==> src/ast_pkg.sv <==
package ast_pkg;
  // ==========================================================
  // sizes
  localparam int NUM_ENG = 4;
  localparam int AW = 8;
  localparam int DW = 32;
  localparam int RATE_W = 16;
  localparam int CNT_W = 24;
  localparam int PC_W = 4;
  // ==========================================================
  // timing
  localparam int CLK_PERIOD_NS = 25;
  localparam int SYNC_PULSE_NS = 100;
  localparam int START_PULSE_NS = 100;
  localparam int SYNC_PULSE_CYC =
    (SYNC_PULSE_NS + CLK_PERIOD_NS - 1) / CLK_PERIOD_NS;
  localparam int START_PULSE_CYC =
    (START_PULSE_NS + CLK_PERIOD_NS - 1) / CLK_PERIOD_NS;
  // ==========================================================
  // register offsets, engine i sits at ENG_BASE + 4*i
  localparam logic [AW-1:0] REG_CTRL = 8'h00;
  localparam logic [AW-1:0] REG_CMD = 8'h04;
  localparam logic [AW-1:0] REG_MIN_DLY = 8'h08;
  localparam logic [AW-1:0] REG_STATUS = 8'h0c;
  localparam logic [AW-1:0] REG_ENG_BASE = 8'h10;
  // ==========================================================
  // field positions
  localparam int CTRL_CLK_BP = 0;
  localparam int CTRL_SYNC_MST = 1;
  localparam int CTRL_START_MST = 2;
  localparam int CTRL_TRIG_FALL = 3;
  localparam int CTRL_TRIG_FRONT = 4;
  localparam int CTRL_W = 5;
  localparam int CMD_COMMIT = 0;
  localparam int CMD_START = 1;
  localparam int ENG_EN = 0;
  localparam int ENG_SGL_PT = 1;
  localparam int ENG_RATE_LSB = 16;
  localparam int ST_ACC_PRES = 0;
  localparam int ST_ACC_CHG = 1;
  localparam int ST_SYNC_SEEN = 2;
  localparam int ST_SYNC_WAIT = 3;
  localparam int ST_START_WAIT = 4;
  localparam int ST_ARMED_LSB = 8;
  localparam int ST_RUN_LSB = 12;
  // synchroniser slots
  localparam int SI_REF = 0;
  localparam int SI_SYNC = 1;
  localparam int SI_START = 2;
  localparam int SI_FRONT = 3;
  localparam int SI_ACC = 4;
  localparam int SI_W = 5;
  // ==========================================================
  // reset values and group delay model
  localparam logic [CTRL_W-1:0] CTRL_RST = 5'h00;
  localparam logic [RATE_W-1:0] RATE_RST = 16'h0001;
  localparam logic [RATE_W-1:0] MIN_DLY_RST = 16'h0000;
  localparam logic [CNT_W-1:0] GD_BASE_TICKS = 24'h000040;
  localparam logic [CNT_W-1:0] GD_PER_RATE = 24'h000020;

  typedef enum logic [2:0] {
    E_IDLE, E_SETTLE, E_ARMED, E_FILL, E_RUN
  } ast_eng_state_t;

  // group delay in oversample ticks, longer for a bigger rate divisor
  function automatic logic [CNT_W-1:0] gd_ticks(
    input logic [RATE_W-1:0] rate
  );
    gd_ticks = GD_BASE_TICKS + CNT_W'(rate) * GD_PER_RATE;
  endfunction
endpackage

==> src/ast_eng_if.sv <==
interface ast_eng_if;
  import ast_pkg::*;
  logic os_tick;
  logic sync_evt;
  logic trig_evt;
  logic en;
  logic sp_mode;
  logic [RATE_W-1:0] rate;
  logic armed;
  logic running;
  logic buf_stb;
  logic sp_stb;
  modport top (output os_tick, sync_evt, trig_evt, en, sp_mode, rate,
               input armed, running, buf_stb, sp_stb);
  modport eng (input os_tick, sync_evt, trig_evt, en, sp_mode, rate,
               output armed, running, buf_stb, sp_stb);
endinterface

==> src/ast_engine.sv <==
module ast_engine import ast_pkg::*; (
  // clock and reset
  input wire logic clk,
  input wire logic reset,
  // control and stream strobes
  ast_eng_if.eng bus
);
  ast_eng_state_t state_q, state_d;
  logic [CNT_W-1:0] cnt_q, cnt_d;
  logic armed_q, run_q, buf_q, sp_q;

  // ==========================================================
  // decode
  wire logic [RATE_W-1:0] rate_eff =
    (bus.rate == '0) ? RATE_W'(1) : bus.rate;
  wire logic [CNT_W-1:0] gd_now = gd_ticks(rate_eff);
  wire logic cnt_end = bus.os_tick && (cnt_q == CNT_W'(1));
  wire logic fire = ((state_q == E_FILL) || (state_q == E_RUN)) &&
    cnt_end && bus.en && !bus.sync_evt;

  // next state: settle after sync, wait trigger, fill, run
  always_comb begin
    state_d = state_q;
    cnt_d = cnt_q;
    if (bus.os_tick && (cnt_q != '0)) begin
      cnt_d = cnt_q - CNT_W'(1);
    end
    case (state_q)
      E_IDLE: begin
      end
      E_SETTLE: begin
        if (cnt_end) begin
          state_d = E_ARMED;
        end
      end
      E_ARMED: begin
        if (bus.trig_evt) begin
          state_d = E_FILL; // trigger lines up with the filter output
          cnt_d = gd_now;
        end
      end
      E_FILL: begin
        if (cnt_end) begin
          state_d = E_RUN;
          cnt_d = CNT_W'(rate_eff);
        end
      end
      E_RUN: begin
        if (cnt_end) begin
          cnt_d = CNT_W'(rate_eff);
        end
      end
      default: state_d = E_IDLE;
    endcase
    if (bus.sync_evt) begin
      state_d = E_SETTLE; // wait a full group delay after sync
      cnt_d = gd_now;
    end
    if (!bus.en) begin
      state_d = E_IDLE;
      cnt_d = '0;
    end
  end

  // state registers
  always_ff @(posedge clk) begin
    if (reset) begin
      state_q <= E_IDLE;
      cnt_q <= '0;
    end else begin
      state_q <= state_d;
      cnt_q <= cnt_d;
    end
  end

  // flags and stream strobes
  always_ff @(posedge clk) begin
    if (reset) begin
      armed_q <= 1'b0;
      run_q <= 1'b0;
      buf_q <= 1'b0;
      sp_q <= 1'b0;
    end else begin
      armed_q <= (state_d == E_ARMED);
      run_q <= (state_d == E_FILL) || (state_d == E_RUN);
      buf_q <= fire && !bus.sp_mode;
      sp_q <= fire && bus.sp_mode;
    end
  end

  assign bus.armed = armed_q;
  assign bus.running = run_q;
  assign bus.buf_stb = buf_q;
  assign bus.sp_stb = sp_q;
endmodule // ast_engine

==> src/ast_top.sv <==
// Operation
// - trigger placed at its true time, filter group delay compensated.
// - after sync, start trigger ignored until one group delay elapsed.
// - first sample released one group delay after start trigger.
// - any gap of at least one group delay between sync and start leaves first sample one delay later.
// - group delay grows as sample rate is lowered.
// - backplane source derives oversample clock from backplane reference.
// - sync master drives sync pulse onto a trigger line.
// - sync issued or received resets ADCs and oversample clock phase.
// - sync slaves take sync pulse from master's trigger line.
// - start slaves take start trigger from the start master's line or the front input, by setting.
// - start master holds start until the minimum delay has passed.
// - four timing engines run at once, each with own settings.
// - each engine uses buffered or single point stream by mode.
// - four streams of each type, one per channel.
// - accessory insertion and removal sensed and reported to software.
// - legacy 10 MHz clock is never a reference source.
// - reference is backplane locked or free running internal timebase.
// - start trigger edge selectable rising or falling.
module ast_top import ast_pkg::*; #(
  parameter int INT_REF_DIV = 2,
  parameter int OS_DIV = 4
) (
  // clock and reset
  input wire logic clk,
  input wire logic reset,
  // register port
  input wire logic [AW-1:0] addr,
  input wire logic [DW-1:0] wdata,
  input wire logic wr_stb,
  input wire logic rd_stb,
  output logic [DW-1:0] rdata,
  // backplane reference and trigger lines
  input wire logic backplane_ref_clock_fast,
  input wire logic sync_trig_in,
  output logic sync_trig_out,
  output logic sync_trig_oe,
  input wire logic start_trig_in,
  output logic start_trig_out,
  output logic start_trig_oe,
  // front connector
  input wire logic front_trigger_input,
  input wire logic accessory_present,
  // converter timing
  output logic adc_reset,
  output logic oversample_clk,
  // per channel streams
  output logic [NUM_ENG-1:0] buffered_valid,
  output logic [NUM_ENG-1:0] hw_timed_single_point_valid,
  output logic [NUM_ENG-1:0] trig_armed
);
  // ==========================================================
  // parameter checks
  if (INT_REF_DIV < 1 || INT_REF_DIV > 255) begin : g_chk_int
    $error("INT_REF_DIV out of range");
  end
  if (OS_DIV < 2 || OS_DIV > 255) begin : g_chk_os
    $error("OS_DIV out of range");
  end

  localparam logic [7:0] INT_LAST = 8'(INT_REF_DIV - 1);
  localparam logic [7:0] OS_LAST = 8'(OS_DIV - 1);

  logic [SI_W-1:0] meta_q, sync_q, prev_q;
  logic [CTRL_W-1:0] ctrl_q;
  logic [RATE_W-1:0] min_dly_q;
  logic [NUM_ENG-1:0] eng_en_q, eng_hw_q;
  logic [RATE_W-1:0] eng_rate_q [NUM_ENG];
  logic [7:0] int_div_q, os_div_q;
  logic os_clk_q, os_tick_q, adc_rst_q;
  logic [PC_W-1:0] spc_q, stc_q;
  logic sync_drv_q, start_drv_q;
  logic sync_wait_q, sync_seen_q, start_wait_q, start_pend_q;
  logic [RATE_W-1:0] mdly_q;
  logic acc_chg_q;
  logic [DW-1:0] rdata_q;
  logic [NUM_ENG-1:0] armed_w, run_w, buf_w, sp_w;

  // ==========================================================
  // pin synchronisers: slot meta_q feeds only sync_q
  always_ff @(posedge clk) begin
    if (reset) begin
      meta_q <= '0;
      sync_q <= '0;
      prev_q <= '0;
    end else begin
      meta_q <= {accessory_present, front_trigger_input, start_trig_in,
                 sync_trig_in, backplane_ref_clock_fast};
      sync_q <= meta_q;
      prev_q <= sync_q;
    end
  end

  wire logic [SI_W-1:0] rise = sync_q & ~prev_q;
  wire logic [SI_W-1:0] fall = ~sync_q & prev_q;

  // ==========================================================
  // register decode
  wire logic wr_ctrl = wr_stb && (addr == REG_CTRL);
  wire logic wr_cmd = wr_stb && (addr == REG_CMD);
  wire logic wr_mdly = wr_stb && (addr == REG_MIN_DLY);
  wire logic wr_stat = wr_stb && (addr == REG_STATUS);
  wire logic eng_hit = (addr[AW-1:4] == REG_ENG_BASE[AW-1:4]) &&
    (addr[1:0] == 2'h0);
  wire logic [1:0] eng_idx = addr[3:2];
  wire logic cmd_commit = wr_cmd && wdata[CMD_COMMIT];
  wire logic cmd_start = wr_cmd && wdata[CMD_START];
  wire logic is_sync_mst = ctrl_q[CTRL_SYNC_MST];
  wire logic is_start_mst = ctrl_q[CTRL_START_MST];

  // ==========================================================
  // reference and oversample clock; only backplane or internal exists
  wire logic int_tick = (int_div_q == INT_LAST);
  wire logic ref_tick = ctrl_q[CTRL_CLK_BP] ?
    rise[SI_REF] : int_tick;
  wire logic os_edge = ref_tick && (os_div_q == OS_LAST);

  // sync is issued by the master or taken from the line by a slave
  wire logic sync_issue = cmd_commit && is_sync_mst;
  wire logic sync_take = !is_sync_mst && sync_wait_q &&
    rise[SI_SYNC];
  wire logic sync_evt = sync_issue || sync_take;

  // start trigger: master after min delay, slaves from selected edge
  wire logic trig_src = ctrl_q[CTRL_TRIG_FRONT] ?
    rise[SI_FRONT] : rise[SI_START];
  wire logic trig_src_f = ctrl_q[CTRL_TRIG_FRONT] ?
    fall[SI_FRONT] : fall[SI_START];
  wire logic trig_edge = ctrl_q[CTRL_TRIG_FALL] ?
    trig_src_f : trig_src;
  wire logic start_go = is_start_mst && start_pend_q &&
    (mdly_q == '0);
  wire logic trig_take = !is_start_mst && start_wait_q &&
    trig_edge;
  wire logic trig_evt = start_go || trig_take;

  // timebase counters, phase cleared by sync
  always_ff @(posedge clk) begin
    if (reset) begin
      int_div_q <= '0;
      os_div_q <= '0;
      os_clk_q <= 1'b0;
      os_tick_q <= 1'b0;
      adc_rst_q <= 1'b0;
    end else begin
      int_div_q <= int_tick ? 8'h00 : int_div_q + 8'h01;
      os_tick_q <= os_edge && !sync_evt;
      adc_rst_q <= sync_evt;
      if (sync_evt) begin
        os_div_q <= '0;
        os_clk_q <= 1'b0;
      end else if (ref_tick) begin
        os_div_q <= os_edge ? 8'h00 : os_div_q + 8'h01;
        os_clk_q <= os_edge ? ~os_clk_q : os_clk_q;
      end
    end
  end

  // line pulse counters for sync and start
  always_ff @(posedge clk) begin
    if (reset) begin
      spc_q <= '0;
      stc_q <= '0;
      sync_drv_q <= 1'b0;
      start_drv_q <= 1'b0;
    end else begin
      // drive flags track a nonzero count, so the pins come from flops
      sync_drv_q <= sync_issue || (spc_q > PC_W'(1));
      start_drv_q <= start_go || (stc_q > PC_W'(1));
      if (sync_issue) begin
        spc_q <= PC_W'(SYNC_PULSE_CYC);
      end else if (spc_q != '0) begin
        spc_q <= spc_q - PC_W'(1);
      end
      if (start_go) begin
        stc_q <= PC_W'(START_PULSE_CYC);
      end else if (stc_q != '0) begin
        stc_q <= stc_q - PC_W'(1);
      end
    end
  end

  // handshake flags and min delay counter
  always_ff @(posedge clk) begin
    if (reset) begin
      sync_wait_q <= 1'b0;
      sync_seen_q <= 1'b0;
      start_wait_q <= 1'b0;
      start_pend_q <= 1'b0;
      mdly_q <= '0;
    end else begin
      sync_wait_q <= (cmd_commit && !is_sync_mst) ||
        (sync_wait_q && !sync_take);
      sync_seen_q <= sync_evt || (sync_seen_q && !cmd_commit);
      start_wait_q <= (cmd_start && !is_start_mst) ||
        (start_wait_q && !trig_take);
      start_pend_q <= (cmd_start && is_start_mst) ||
        (start_pend_q && !start_go);
      if (sync_evt) begin
        mdly_q <= min_dly_q;
      end else if (os_tick_q && (mdly_q != '0)) begin
        mdly_q <= mdly_q - RATE_W'(1);
      end
    end
  end

  // accessory change flag, a new change beats the clear
  wire logic acc_edge = rise[SI_ACC] || fall[SI_ACC];
  always_ff @(posedge clk) begin
    if (reset) begin
      acc_chg_q <= 1'b0;
    end else begin
      acc_chg_q <= acc_edge ||
        (acc_chg_q && !(wr_stat && wdata[ST_ACC_CHG]));
    end
  end

  // ==========================================================
  // configuration registers
  always_ff @(posedge clk) begin
    if (reset) begin
      ctrl_q <= CTRL_RST;
      min_dly_q <= MIN_DLY_RST;
    end else begin
      if (wr_ctrl) begin
        ctrl_q <= wdata[CTRL_W-1:0];
      end
      if (wr_mdly) begin
        min_dly_q <= wdata[RATE_W-1:0];
      end
    end
  end

  // per engine timing and mode settings
  always_ff @(posedge clk) begin
    if (reset) begin
      eng_en_q <= '0;
      eng_hw_q <= '0;
      for (int i = 0; i < NUM_ENG; i++) begin
        eng_rate_q[i] <= RATE_RST;
      end
    end else if (wr_stb && eng_hit) begin
      eng_en_q[eng_idx] <= wdata[ENG_EN];
      eng_hw_q[eng_idx] <= wdata[ENG_SGL_PT];
      eng_rate_q[eng_idx] <= wdata[ENG_RATE_LSB +: RATE_W];
    end
  end

  // ==========================================================
  // read path
  logic [DW-1:0] status_w, eng_w;
  always_comb begin
    status_w = '0;
    status_w[ST_ACC_PRES] = sync_q[SI_ACC];
    status_w[ST_ACC_CHG] = acc_chg_q;
    status_w[ST_SYNC_SEEN] = sync_seen_q;
    status_w[ST_SYNC_WAIT] = sync_wait_q;
    status_w[ST_START_WAIT] = start_wait_q || start_pend_q;
    status_w[ST_ARMED_LSB +: NUM_ENG] = armed_w;
    status_w[ST_RUN_LSB +: NUM_ENG] = run_w;
    eng_w = '0;
    eng_w[ENG_EN] = eng_en_q[eng_idx];
    eng_w[ENG_SGL_PT] = eng_hw_q[eng_idx];
    eng_w[ENG_RATE_LSB +: RATE_W] = eng_rate_q[eng_idx];
  end

  wire logic [DW-1:0] rd_mux =
    (addr == REG_CTRL) ? DW'(ctrl_q) :
    (addr == REG_MIN_DLY) ? DW'(min_dly_q) :
    (addr == REG_STATUS) ? status_w :
    eng_hit ? eng_w : '0;

  // read data in the cycle after the strobe only
  always_ff @(posedge clk) begin
    if (reset) begin
      rdata_q <= '0;
    end else begin
      rdata_q <= rd_stb ? rd_mux : '0;
    end
  end

  // ==========================================================
  // four engines, engine i serves channel i
  ast_eng_if eif [NUM_ENG] ();
  for (genvar g = 0; g < NUM_ENG; g++) begin : g_eng
    assign eif[g].os_tick = os_tick_q;
    assign eif[g].sync_evt = sync_evt;
    assign eif[g].trig_evt = trig_evt;
    assign eif[g].en = eng_en_q[g];
    assign eif[g].sp_mode = eng_hw_q[g];
    assign eif[g].rate = eng_rate_q[g];
    assign armed_w[g] = eif[g].armed;
    assign run_w[g] = eif[g].running;
    assign buf_w[g] = eif[g].buf_stb;
    assign sp_w[g] = eif[g].sp_stb;
    ast_engine u_eng (
      .clk(clk),
      .reset(reset),
      .bus(eif[g])
    );
  end

  // ==========================================================
  // outputs
  assign rdata = rdata_q;
  assign sync_trig_out = sync_drv_q;
  assign sync_trig_oe = sync_drv_q;
  assign start_trig_out = start_drv_q;
  assign start_trig_oe = start_drv_q;
  assign adc_reset = adc_rst_q;
  assign oversample_clk = os_clk_q;
  assign buffered_valid = buf_w;
  assign hw_timed_single_point_valid = sp_w;
  assign trig_armed = armed_w;
endmodule // ast_top

==> config.mk <==
export PLATFORM = sky130hd
export DESIGN_NAME = ast_top
export DESIGN_NICKNAME = d
export VERILOG_FILES = /design/src/ast_pkg.sv /design/src/ast_eng_if.sv /design/src/ast_engine.sv /design/src/ast_top.sv
export SDC_FILE = /design/constraint.sdc
export NUM_CORES = 1
export LEC_CHECK = 0
export ABC_AREA = 0
export BUFFER_PORTS_ARGS = -buffer_cell sky130_fd_sc_hd__buf_2
export CAP_MARGIN = 20
export CORE_UTILIZATION = 60
export DETAILED_ROUTE_END_ITERATION = 10
export MAX_ROUTING_LAYER = met4
export PLACE_DENSITY_LB_ADDON = 0.25
export SYNTH_ARGS = -nofsm -noshare
export SYNTH_HDL_FRONTEND = slang
export SYNTH_HIERARCHICAL = 1
export SYNTH_SLANG_ARGS = --single-unit
export TNS_END_PERCENT = 5
==> constraint.sdc <==
create_clock -name clk -period 3 [get_ports clk]
set_input_delay 0.15 -clock clk [delete_from_list [all_inputs] [get_ports clk]]
set_output_delay 0.15 -clock clk [all_outputs]
set_load 0.02 [all_outputs]
==> key figures, run 1 <==
Yosys
  • Async SR Flop Fraction: 0%
  • Gate Count Post-Synth: 1688
  • Cell area after synthesis: 16000 um^2
  • Top cell type by total area after synthesis: dfxtp_1
  • Synth cell types: 86
  • Primary FF master, synth: dfxtp_1
  • Synth area leaders: dfxtp_1 (31%), edfxtp_1 (12%), xor2_1 (4.8%)
  • Share of the synthesized area in the top cell type: 31.3%
  • Syn avg cell area: 9.46 um^2
  • Synth warn: 6
  • Post-synth EDFFs: 64
  • Post-Syn Nets: 1761
  • Sequential share of the synthesized area: 43.4%
  • #FFs+latches synth: 314

Final layout
  • P&R area growth vs syn: 14.8%
  • Share of cells above drive strength 1: 16.3%
  • Final Non-Filler Cells: 2171
  • Util after Layout: 70.4%
  • Final #Nets: 1882
  • Most common cell after layout, fill and taps aside: dfxtp_1
  • Ant diodes: 0
  • Commonest non-fill, non-tap cells in the layout: dfxtp_1 (249), nor2_1 (146), nand2_1 (134), buf_2 (98), xor2_1 (88)

Pwr
  • Peak VDD IR: 725 uV
  • Logic pwr share: 6.9%
  • Pwr Density: 523 nW/um^2
  • Switching pwr: 2310 uW
  • Seq pwr share: 48.0%
  • Net Sw Frac: 24.1%
  • Lkg Pwr: 0.00679 uW
  • Clock Power Share: 45.1%
  • P_int: 7280 uW
  • Final Power: 9590 uW

Critical path
  • Crit path launch: mdly_q[8]
  • Worst Path Arrival: 3300 ps
  • Reg2reg path depth: 12
  • Worst setup endpoint: g_eng[3].u_eng/cnt_q[1]
  • Worst r2r src: mdly_q[8]
  • Worst Setup Start Kind: register
  • Crit path max fanout: 8
  • Worst R2R Setup Slack: 110 ps
  • FF-to-FF End: g_eng[3].u_eng/cnt_q[1]
  • Crit Path Class: reg2reg
  • CP endpoint kind: register
  • Worst Path Required: 3410 ps

Place
  • Placed Instances: 2074
  • IO buf count: 98
  • RePlAce Congestion: 0.925
  • HPWL after DPL: 29700 um
  • Pre-CTS setup slack: 50.5 ps

Clock network
  • Clock slew at reported path FFs: 60 ps
  • Clk_lat worst skew: 520 ps
  • Root buffer cell: clkbuf_16
  • CTS sink cnt: 314
  • CTS tree: built
  • H-tree levels: 2
  • CTS Buf Count: 35
  • Bufs on Longest Clock Path: 3

Detailed routing
  • Starting DRT DRC Count: 1383
  • Wire per inst: 19.5 um
  • DRC: 0
  • Final ANT Viol Nets: 0
  • WL final: 42300 um
  • Vias: 13600
  • DRT Pass-1 Iters: 5
  • Vias per cell: 6.27

STA
  • Unrepaired setup endpoints after global routing: false
  • Endpoints failing setup: 0
  • Final setup margin: 111 ps
  • Ratio of final minimum period to clock period: 96.3%
  • Final period demand of the worst path: 2890 ps
  • Worst Tran Pin Value: 968 ps
  • Clk_skew: 20.2 ps
  • Fmax: 346 MHz
  • Max-slew headroom: 35.2%
  • Final Hold Fails: 0
  • Setup TNS: 0 ps
  • Pins Over Slew Limit: 0

Floorplanning
  • Chip height: 165 um
  • Ports: 99
  • Die area: 27300 um^2
  • Die width: 165 um
  • Row count: 59
  • Initial core utilization: 61.3%
  • Core ar.: 26100 um^2

GRT
  • First-pass GRT wire length: 65900 um
  • Total GRT Usage: 31.8%
  • Largest net degree at the start of global routing: 49
  • Grt ovf: 0
  • Vias in the first global route: 12600
  • Initial antenna violation count: 1

Flow run
  • Max Cap Viol: 0

Hold path
  • WHS Path Cells: 2
  • HP Class: in2reg

Status
  • Status: complete, no violations
## through the flow
stage	instance area (um^2)	hold slack, ps
finish	18300	31.3
global route	18300	24.6
CTS	18200	5.41
detailed placement	16800	371
global placement	16800	365
floorplan	16000	222
## kinds of logic (layout without fill, tap and decap cells)
logic type	after synthesis	in the layout	share of synthesized area, %
multiplexers	39	39	3.90
flip-flops	314	314	43.4
XOR/XNOR	158	158	8.66
adder cells (fa/ha/maj)	24	24	1.88
AO/OA/AOI/OAI	288	288	12.4
buffers and inverters	119	267	3.56
AND/OR/NAND/NOR	746	746	26.2
## how the worst min path moves through the flow
stage,slack [ps],end,start
3_5_place_dp,370,meta_q[0],backplane_ref_clock_fast
6_report,30,eng_rate_q[1][10],wdata[26]
3_3_place_gp,370,meta_q[0],backplane_ref_clock_fast
2_1_floorplan,220,g_eng[0].u_eng/state_q[0],reset
4_1_cts,5,eng_rate_q[3][9],wdata[25]
5_1_grt,20,eng_rate_q[1][10],wdata[26]
## routing by layer
layer / global-route usage [%] / wire length [um] / part of all wire [%]
met5: - / 0 / 0
met4: 12.1 / 1450 / 3.4
met3: 5.00 / 3540 / 8.4
met2: 48.9 / 19500 / 46
met1: 42.2 / 17900 / 42
## flip-flops by register name, summed over array words and instances, names as in the netlist, 4 cells and up
register	count
ctrl_q	5
eng_en_q	4
eng_hw_q	4
eng_rate_q	64
g_eng.u_eng/bus.armed	4
g_eng.u_eng/bus.buf_stb	4
g_eng.u_eng/bus.running	4
g_eng.u_eng/bus.sp_stb	4
g_eng.u_eng/cnt_q	96
g_eng.u_eng/state_q	12
int_div_q	8
mdly_q	16
meta_q	5
min_dly_q	16
os_div_q	8
prev_q	5
rdata	32
spc_q	4
stc_q	4
sync_q	5
## power by group through the flow
stage | sequential [uW] | combinational [uW] | clock (uW)
2_1_floorplan | 4630 | 450 | 0
3_3_place_gp | 4680 | 590 | 0
3_5_place_dp | 4680 | 607 | 0
4_1_cts | 4590 | 651 | 4390
5_1_grt | 4610 | 719 | 4560
6_report | 4600 | 666 | 4320
## final cells by class
class	instances	area, um^2
Tap cell	335	419
Multi-Input combinational cell	1255	8510
Sequential cell	314	6930
Timing Repair Buffer	175	1200
Fill cell	1993	7710
Clock inverter	18	166
Inverter	28	105
Clock buffer	46	1010
## Yosys cell counts (6+ instances only)
master,instances
nor2_1,147
buf_6,6
buf_2,16
nor3b_1,10
buf_4,15
nor3_1,48
o21ai_1,53
nand4b_1,17
dfxtp_1,250
o21ai_0,16
ha_1,24
or4_1,8
o211ai_1,6
o31ai_1,6
edfxtp_1,64
and4_1,12
xnor2_1,70
nand2_1,135
and3_1,73
inv_1,28
a21oi_1,83
xor2_1,88
o2bb2ai_1,15
nand4_1,25
mux4_2,18
a22o_1,10
o22ai_1,12
and3b_1,7
clkbuf_1,51
nor2b_1,34
o22ai_2,12
nor4_1,40
nand3_1,53
nor4_2,8
and2_1,46
mux2i_1,15
nand2b_1,16
a31oi_1,10
nand3b_1,12
or3_4,6
or3_1,15
## what timing repair did
action                                 in CTS  in global routing
endpoints found under the hold margin      43                  0
hold buffers                               29                  0
buffers inserted                            0                  2
setup endpoints to repair                   0                 79
gates resized for setup                     0                 13
## worst max-delay path, stage by stage, from the launching register on
cell	delay, ps
dfxtp_1	340
or4_4	550
or3_4	410
nor2_4	180
nand3_4	110
nand2_4	110
buf_12	130
nand2b_1	90
o41a_1	160
o2111ai_4	340
buf_6	150
a311oi_1	40
a21o_1	160
(Power assumes the default switching activity.)
==> run 2, diff against run 1 <==
--- a/config.mk
+++ b/config.mk
@@ -16,4 +16,4 @@
 export SYNTH_HDL_FRONTEND = slang
 export SYNTH_HIERARCHICAL = 1
 export SYNTH_SLANG_ARGS = --single-unit
-export TNS_END_PERCENT = 5
+export TNS_END_PERCENT = 1
==> constraint.sdc (replaced) <==
create_clock -name clk -period 3.5 [get_ports clk]
set_input_delay 0.175 -clock clk [delete_from_list [all_inputs] [get_ports clk]]
set_output_delay 0.175 -clock clk [all_outputs]
set_load 0.02 [all_outputs]
==> run 2 against run 1 <==
  * Largest power group unchanged
  * Critical endpoint is now g_eng[0].u_eng/cnt_q[13]
  * Non-clock buffer count shrank 23
  * Sequential power shrank 14%
  * Routed wire length shrank 0.61%
==> key figures, run 2 (synthesis results as in run 1) <==
Status
  • Status: complete, no violations (unchanged)

STA
  • Worst Tran Pin Value: 995 ps (was 968 ps)
  • Ratio of final minimum period to clock period: 95.4% (was 96.3%)
  • Final period demand of the worst path: 3340 ps (was 2890 ps)
  • Clk_skew: 20.4 ps (was 20.2 ps)
  • Pins Over Slew Limit: 0 (unchanged)
  • Final Hold Fails: 0 (unchanged)
  • Setup TNS: 0 ps (unchanged)
  • Endpoints failing setup: 0 (unchanged)
  • Final setup margin: 162 ps (was 111 ps)
  • Fmax: 300 MHz (was 346 MHz)
  • Unrepaired setup endpoints after global routing: false (unchanged)
  • Max-slew headroom: 33.4% (was 35.2%)

Place
  • RePlAce Congestion: 0.929 (was 0.925)
  • Pre-CTS setup slack: 337 ps (was 50.5 ps)
  • HPWL after DPL: 29700 um (about the same)
  • IO buf count: 98 (unchanged)

Critical path
  • Buf/Inv on CP: 1 (was 2)
  • Worst Path Required: 3880 ps (was 3410 ps)
  • Critical-path cell list: or4_4 -> or3_1 -> nor2_4 -> nand3_1 -> nand2_1 -> and3b_1 -> nor2_1 -> nand3b_1 -> buf_4 -> o21ai_1 (was or4_4 -> or3_4 -> nor2_4 -> nand3_4 -> nand2_4 -> buf_12 -> nand2b_1 -> o41a_1 -> o2111ai_4 -> buf_6 -> a311oi_1 -> a21o_1)
  • Crit-path slowest cell: or4_4 (unchanged)
  • CP endpoint kind: register (unchanged)
  • Worst Setup Start Kind: register (unchanged)
  • Slowest stage delay, CP: 570 ps (was 550 ps)
  • Crit Path Class: reg2reg (unchanged)
  • Delay-heaviest family, CP: simple AND/OR/NAND/NOR gates (unchanged)
  • Crit path max fanout: 9 (was 8)
  • Worst Path Arrival: 3720 ps (was 3300 ps)

Clock network
  • Clk_lat worst skew: 510 ps (was 520 ps)
  • CTS sink cnt: 314 (unchanged)
  • Post-CTS sizing: 0 (unchanged)
  • H-tree levels: 2 (unchanged)
  • Clock slew at reported path FFs: 60 ps (about the same)
  • CTS tree: built (unchanged)
  • Bufs on Longest Clock Path: 3 (unchanged)
  • Root buffer cell: clkbuf_16 (unchanged)
  • CTS Buf Count: 34 (was 35)

Hold path
  • HP Class: in2reg (unchanged)

GRT
  • Total GRT Usage: 31.9% (was 31.8%)
  • Largest net degree at the start of global routing: 49 (unchanged)
  • First-pass GRT wire length: 66200 um (was 65900 um)
  • Grt ovf: 0 (unchanged)
  • Initial antenna violation count: 1 (unchanged)
  • Vias in the first global route: 12600 (about the same)

Detailed routing
  • WL final: 42100 um (was 42300 um)
  • DRT Pass-1 Iters: 5 (unchanged)
  • Wire length on met1: 17600 um (was 17900 um)
  • DRC: 0 (unchanged)
  • Starting DRT DRC Count: 1319 (was 1383)
  • Wire per inst: 19.6 um (was 19.5 um)
  • Final ANT Viol Nets: 0 (unchanged)
  • Routed length on met2: 19500 um (about the same)
  • Vias: 13500 (was 13600)
  • Vias per cell: 6.31 (was 6.27)
  • Wire length on met3: 3550 um (was 3540 um)
  • Max layer used: met4 (unchanged)

Final layout
  • Fill count: 2005 (was 1993)
  • Commonest non-fill, non-tap cells in the layout: dfxtp_1 (250), nor2_1 (147), nand2_1 (135), buf_2 (98), xor2_1 (88) (was dfxtp_1 (249), nor2_1 (146), nand2_1 (134), buf_2 (98), xor2_1 (88))
  • Final #Nets: 1858 (was 1882)
  • P&R area growth vs syn: 13.0% (was 14.8%)
  • Most common cell after layout, fill and taps aside: dfxtp_1 (unchanged)
  • Max reg flops: 96 (unchanged)
  • Ant diodes: 0 (unchanged)
  • Share of cells above drive strength 1: 15.4% (was 16.3%)
  • Top reg by flops: g_eng.u_eng/cnt_q (unchanged)

Floorplanning
  • Chip height: 165 um (unchanged)
  • Ports: 99 (unchanged)
  • Die width: 165 um (unchanged)
  • Die area: 27300 um^2 (unchanged)
  • Row count: 59 (unchanged)
  • Initial core utilization: 61.3% (unchanged)
  • Core ar.: 26100 um^2 (unchanged)

Flow run
  • Max Cap Viol: 0 (unchanged)

Pwr
  • Pwr Density: 450 nW/um^2 (was 523 nW/um^2)
  • Lkg Pwr: 0.00667 uW (was 0.00679 uW)
  • Peak VDD IR: 470 uV (was 725 uV)
-- run 2: cell count changes in the layout (fill, tap and decap cells not counted), moves of 2 or more --
cell	change
dlygate4sd3_1	-9
clkinvlp_4	-3
clkbuf_16	-2
clkinv_2	-2
clkinv_1	-2
buf_6	-3
clkbuf_8	+7
buf_4	-8
-- run 2: stage by stage --
| step | util (%) | instance area (um^2) | std cells | total power, uW | hold slack [ps] |
|---|---|---|---|---|---|
| final | 69.3 | 18000 | 2145 | 8130 | 14.7 |
| after global placement | 64.1 | 16700 | 2064 | 4510 | 387 |
| after CTS | 69.3 | 18000 | 2145 | 8160 | 0.466 |
| after detailed placement | 64.1 | 16700 | 2064 | 4540 | 391 |
| after global routing | 69.3 | 18000 | 2145 | 8390 | 7.60 |
| after floorplan | - | 16000 | 1688 | 4360 | 247 |
-- run 2: layout make-up --
class,count,area [um^2],share of cell area [%]
clock buffer,53,1080,6.01
clock inverter,8,71.3,0.395
inverter,28,105,0.582
multi-input combinational,1255,8480,47.0
sequential,314,6930,38.4
tap,335,419,2.32
timing repair buffer,152,958,5.31
-- run 2: what timing repair did --
action | CTS | global route
hold buffers | 20 | 0
setup buffers | 0 | 0
endpoints found under the hold margin | 24 | 0
-- run 2: power by group --
group | internal, uW | total, uW | switching, uW
sequential | 3790 | 3950 | 152
clock | 2210 | 3640 | 1430
combinational | 240 | 543 | 303
total | 6240 | 8130 | 1890
-- run 2: path summary, 6_finish.rpt --
| kind | cells after the start | start | slack (ps) | endpoint |
|---|---|---|---|---|
| min | 3 | wdata[1] | 10 | min_dly_q[1] |
| max | 10 | mdly_q[7] | 160 | g_eng[0].u_eng/cnt_q[13] |
| max reg2reg | 10 | mdly_q[7] | 160 | g_eng[0].u_eng/cnt_q[13] |
| min reg2reg | 1 | meta_q[2] | 440 | sync_q[2] |
-- run 2: worst min-delay path, stage by stage --
cell     delay (ps)
buf_2           170
nand2_1          80
a21oi_1          50
-- run 2: per-layer routing --
| layer | GRT usage (%) | up-vias |
|---|---|---|
| met1 | 42.0 | 6492 |
| met2 | 49.4 | 608 |
| met3 | 5.57 | 107 |
| li1 | - | 6318 |
| met5 | - | - |
| met4 | 11.2 | 0 |
==> run 3, diff against run 2 <==
--- a/config.mk
+++ b/config.mk
@@ -8,12 +8,12 @@
 export ABC_AREA = 0
 export BUFFER_PORTS_ARGS = -buffer_cell sky130_fd_sc_hd__buf_2
 export CAP_MARGIN = 20
+export CORE_ASPECT_RATIO = 1.5
 export CORE_UTILIZATION = 60
 export DETAILED_ROUTE_END_ITERATION = 10
 export MAX_ROUTING_LAYER = met4
 export PLACE_DENSITY_LB_ADDON = 0.25
 export SYNTH_ARGS = -nofsm -noshare
 export SYNTH_HDL_FRONTEND = slang
-export SYNTH_HIERARCHICAL = 1
 export SYNTH_SLANG_ARGS = --single-unit
 export TNS_END_PERCENT = 1
==> constraint.sdc (replaced) <==
create_clock -name clk -period 3.1 [get_ports clk]
set_input_delay 0.155 -clock clk [delete_from_list [all_inputs] [get_ports clk]]
set_output_delay 0.155 -clock clk [all_outputs]
set_load 0.02 [all_outputs]
==> run 3 against run 2 <==
  * Clock power up 3%
  * Critical endpoint is now g_eng[2].u_eng.cnt_q[15]
  * Critical path type unchanged
  * Total power up 9.0%
  * Routed wire length down 3.5%
==> key figures, run 3 <==
Final layout
  • P&R area growth vs syn: 14.5% (was 13.0%)
  • Final #Nets: 1848 (was 1858)
  • Most common cell after layout, fill and taps aside: dfxtp_1 (unchanged)
  • Final Non-Filler Cells: 2126 (was 2145)
  • Top reg by flops: g_eng.u_eng.cnt_q (was g_eng.u_eng/cnt_q)
  • Ant diodes: 0 (unchanged)
  • Fill count: 1966 (was 2005)
  • Commonest non-fill, non-tap cells in the layout: dfxtp_1 (250), nor2_1 (181), nand2_1 (126), xnor2_1 (101), buf_2 (98) (was dfxtp_1 (250), nor2_1 (147), nand2_1 (135), buf_2 (98), xor2_1 (88))
  • Max reg flops: 96 (unchanged)
  • Final instance area: 17600 um^2 (was 18000 um^2)
  • Share of cells above drive strength 1: 12.6% (was 15.4%)

Clock network
  • CTS tree: built (unchanged)
  • Clk_lat worst skew: 550 ps (was 510 ps)
  • Root buffer cell: clkbuf_16 (unchanged)
  • CTS Buf Count: 30 (was 34)
  • H-tree levels: 1 (was 2)
  • Bufs on Longest Clock Path: 3 (unchanged)
  • CTS sink cnt: 314 (unchanged)
  • Clock slew at reported path FFs: 70 ps (was 60 ps)

GRT
  • Total GRT Usage: 31.7% (was 31.9%)
  • GR met1 Demand/Resource: 34.4% (was 42.0%)
  • Initial antenna violation count: 0 (was 1)
  • Grt ovf: 0 (unchanged)
  • Largest net degree at the start of global routing: 41 (was 49)
  • First-pass GRT wire length: 64200 um (was 66200 um)
  • GR Util met3: 3.28% (was 5.57%)
  • Vias in the first global route: 12700 (was 12600)
  • GR peak layer: met2 (unchanged)
  • Met2 GRT Util: 57.0% (was 49.4%)

Pwr
  • Pwr Density: 503 nW/um^2 (was 450 nW/um^2)
  • Seq pwr share: 50.1% (was 48.5%)
  • Logic pwr share: 7.5% (was 6.7%)
  • Switching pwr: 2090 uW (was 1890 uW)
  • P_int: 6770 uW (was 6240 uW)
  • Lkg Pwr: 0.00695 uW (was 0.00667 uW)
  • Peak VDD IR: 485 uV (was 470 uV)
  • Net Sw Frac: 23.6% (was 23.2%)
  • Clock Power Share: 42.4% (was 44.8%)

Status
  • Status: complete, no violations (unchanged)

Yosys
  • Async SR Flop Fraction: 0% (unchanged)
  • Syn avg cell area: 9.26 um^2 (was 9.46 um^2)
  • Mux cell area share after synthesis: 4.87% (was 3.90%)
  • Simple-Gate Fraction of Synth Area: 24.2% (was 26.2%)
  • Top cell type by total area after synthesis: dfxtp_1 (unchanged)
  • Synth warn: 0 (was 6)
  • Post-Syn Nets: 1735 (was 1761)
  • Largest family of logic cells by synthesized area: simple AND/OR/NAND/NOR gates (unchanged)
  • Sequential share of the synthesized area: 45.0% (was 43.4%)
  • Cell area after synthesis: 15400 um^2 (was 16000 um^2)
  • Compound-cell area share of the yosys netlist: 11.0% (was 12.4%)
  • Post-synth EDFFs: 64 (unchanged)
  • Primary FF master, synth: dfxtp_1 (unchanged)
  • Adder-Cell Fraction of Synth Area: 1.95% (was 1.88%)
  • Synth cell types: 72 (was 86)
  • Synth cell count leaders: dfxtp_1 (250), nor2_1 (182), nand2_1 (126) (was dfxtp_1 (250), nor2_1 (147), nand2_1 (135))
  • Share of the synthesized area in the top cell type: 32.5% (was 31.3%)
  • Gate Count Post-Synth: 1662 (was 1688)
  • Post-synthesis xor/xnor area fraction: 9.28% (was 8.66%)
  • #FFs+latches synth: 314 (unchanged)
  • Synth area leaders: dfxtp_1 (33%), edfxtp_1 (12%), xnor2_1 (5.7%) (was dfxtp_1 (31%), edfxtp_1 (12%), xor2_1 (4.8%))
  • Most frequent cell after synthesis: dfxtp_1 (unchanged)

Critical path
  • Crit path max fanout: 11 (was 9)
  • Critical-path cell list: or4_1 -> or4_1 -> or4_1 -> nand2b_1 -> nor3_1 -> xnor2_1 -> o221ai_1 (was or4_4 -> or3_1 -> nor2_4 -> nand3_1 -> nand2_1 -> and3b_1 -> nor2_1 -> nand3b_1 -> buf_4 -> o21ai_1)
  • CP most frequent cell: or4_1
  • Worst Setup Start Kind: register (unchanged)
  • Crit-path slowest cell: or4_1 (was or4_4)
  • Worst Path Arrival: 3360 ps (was 3720 ps)
  • Buf/Inv on CP: 0 (was 1)
  • Slowest stage delay, CP: 630 ps (was 570 ps)
  • Crit Path Class: reg2reg (unchanged)
  • Delay-heaviest family, CP: simple AND/OR/NAND/NOR gates (unchanged)
  • CP endpoint kind: register (unchanged)
  • Worst Path Required: 3530 ps (was 3880 ps)

Floorplanning
  • Die area: 26300 um^2 (was 27300 um^2)
  • Core ar.: 25100 um^2 (was 26100 um^2)
  • Die width: 133 um (was 165 um)
  • Row count: 71 (was 59)
  • Initial core utilization: 61.2% (was 61.3%)
  • Chip height: 198 um (was 165 um)
  • Ports: 99 (unchanged)

Detailed routing
  • Vias per cell: 6.13 (was 6.31)
  • Final ANT Viol Nets: 0 (unchanged)
  • Starting DRT DRC Count: 1085 (was 1319)
  • Wire per inst: 19.1 um (was 19.6 um)
  • WL final: 40600 um (was 42100 um)
  • DRT Pass-1 Iters: 5 (unchanged)
  • Vias: 13000 (was 13500)
  • DRC: 0 (unchanged)

STA
  • Fmax: 341 MHz (was 300 MHz)
  • Clk_skew: 9.48 ps (was 20.4 ps)
  • Worst hold slack: 40.9 ps (was 14.7 ps)
  • Endpoints failing setup: 0 (unchanged)
  • Final period demand of the worst path: 2930 ps (was 3340 ps)
  • Pins Over Slew Limit: 0 (unchanged)
  • Final Hold Fails: 0 (unchanged)
  • Setup TNS: 0 ps (unchanged)
  • Max-slew headroom: 36.3% (was 33.4%)
  • Unrepaired setup endpoints after global routing: false (unchanged)
  • Worst Tran Pin Value: 947 ps (was 995 ps)
  • Ratio of final minimum period to clock period: 94.6% (was 95.4%)

Place
  • Placed inst area: 16200 um^2 (was 16700 um^2)
  • RePlAce Congestion: 0.896 (was 0.929)
  • IO buf count: 98 (unchanged)
  • HPWL after DPL: 29000 um (was 29700 um)
  • Placed Instances: 2030 (was 2064)

Flow run
  • Max Cap Viol: 0 (unchanged)

Hold path
  • HP Class: in2reg (unchanged)
==> run 3: cell count changes after synthesis, sizes merged, moves of 13 or more <==
cell / before / now
nor2: 148 / 182
a21oi: 83 / 52
xnor2: 70 / 101
xor2: 88 / 62
and3: 73 / 48
a22oi: 1 / 21
clkbuf: 51 / 70
mux2i: 15 / 31
nor2b: 34 / 50
nand4b: 17 / 2
or3: 21 / 35
and4: 15 / 2
==> run 3: final timing paths <==
check	end	slack, ps	startpoint	cells after the start
worst max register to register	g_eng[2].u_eng.cnt_q[15]	170	g_eng[2].u_eng.cnt_q[12]	7
worst min register to register	sync_q[4]	450	meta_q[4]	1
worst max-delay path	g_eng[2].u_eng.cnt_q[15]	170	g_eng[2].u_eng.cnt_q[12]	7
worst min-delay path	rdata[1]	40	rd_stb	4
==> run 3: layer usage <==
| metal | routed length [um] | share of wire, % | up-vias |
|---|---|---|---|
| li1 | - | - | 6132 |
| met1 | 14900 | 37 | 6172 |
| met2 | 20800 | 51 | 587 |
| met3 | 2740 | 6.7 | 133 |
| met4 | 2150 | 5.3 | 0 |
| met5 | 0 | 0 | - |
==> run 3: tightest hold or removal path, stage by stage <==
cell and delay [ps]:
buf_2 90, nor2b_1 150, nand2_1 90, nor3_1 60
==> run 3: final cells by class <==
cell class / count / area [um^2] / area share (%)
flip-flops and latches: 314 / 6930 / 39.3
multi-input cells: 1214 / 7890 / 44.8
inverters: 36 / 135 / 0.767
well taps: 328 / 410 / 2.33
clock buffers: 49 / 990 / 5.62
repair buffers: 179 / 1210 / 6.88
clock inverters: 6 / 42.5 / 0.242
==> run 3: timing repair <==
item                       CTS  global route
setup endpoints to repair    0            15
hold buffers                40             0
resized for setup            0             1
buffers inserted             0             1
hold endpoints to repair    86             0
==> run 3: logic make-up after synthesis <==
family,Yosys count
AND/OR/NAND/NOR,721
adder cells (fa/ha/maj),24
buffers and inverters,134
flip-flops,314
XOR/XNOR,163
AO/OA/AOI/OAI,255
multiplexers,51
==> run 3: power by group through the flow <==
| stage | Sequential [uW] | Clock, uW | Combinational (uW) |
|---|---|---|---|
| 3_5_place_dp | 4520 | 0 | 614 |
| 4_1_cts | 4430 | 3800 | 658 |
| 3_3_place_gp | 4520 | 0 | 595 |
| 2_1_floorplan | 4470 | 0 | 455 |
| 6_report | 4440 | 3760 | 663 |
| 5_1_grt | 4450 | 3960 | 732 |
==> run 3: metrics by stage <==
step           util [%]  total power, uW  setup WS (ps)
5_1_grt            70.0             9140           10.7
6_report           70.0             8860            168
4_1_cts            70.0             8900            201
2_1_floorplan         -             4930            502
3_5_place_dp       64.3             5140            216
3_3_place_gp       64.3             5120            305
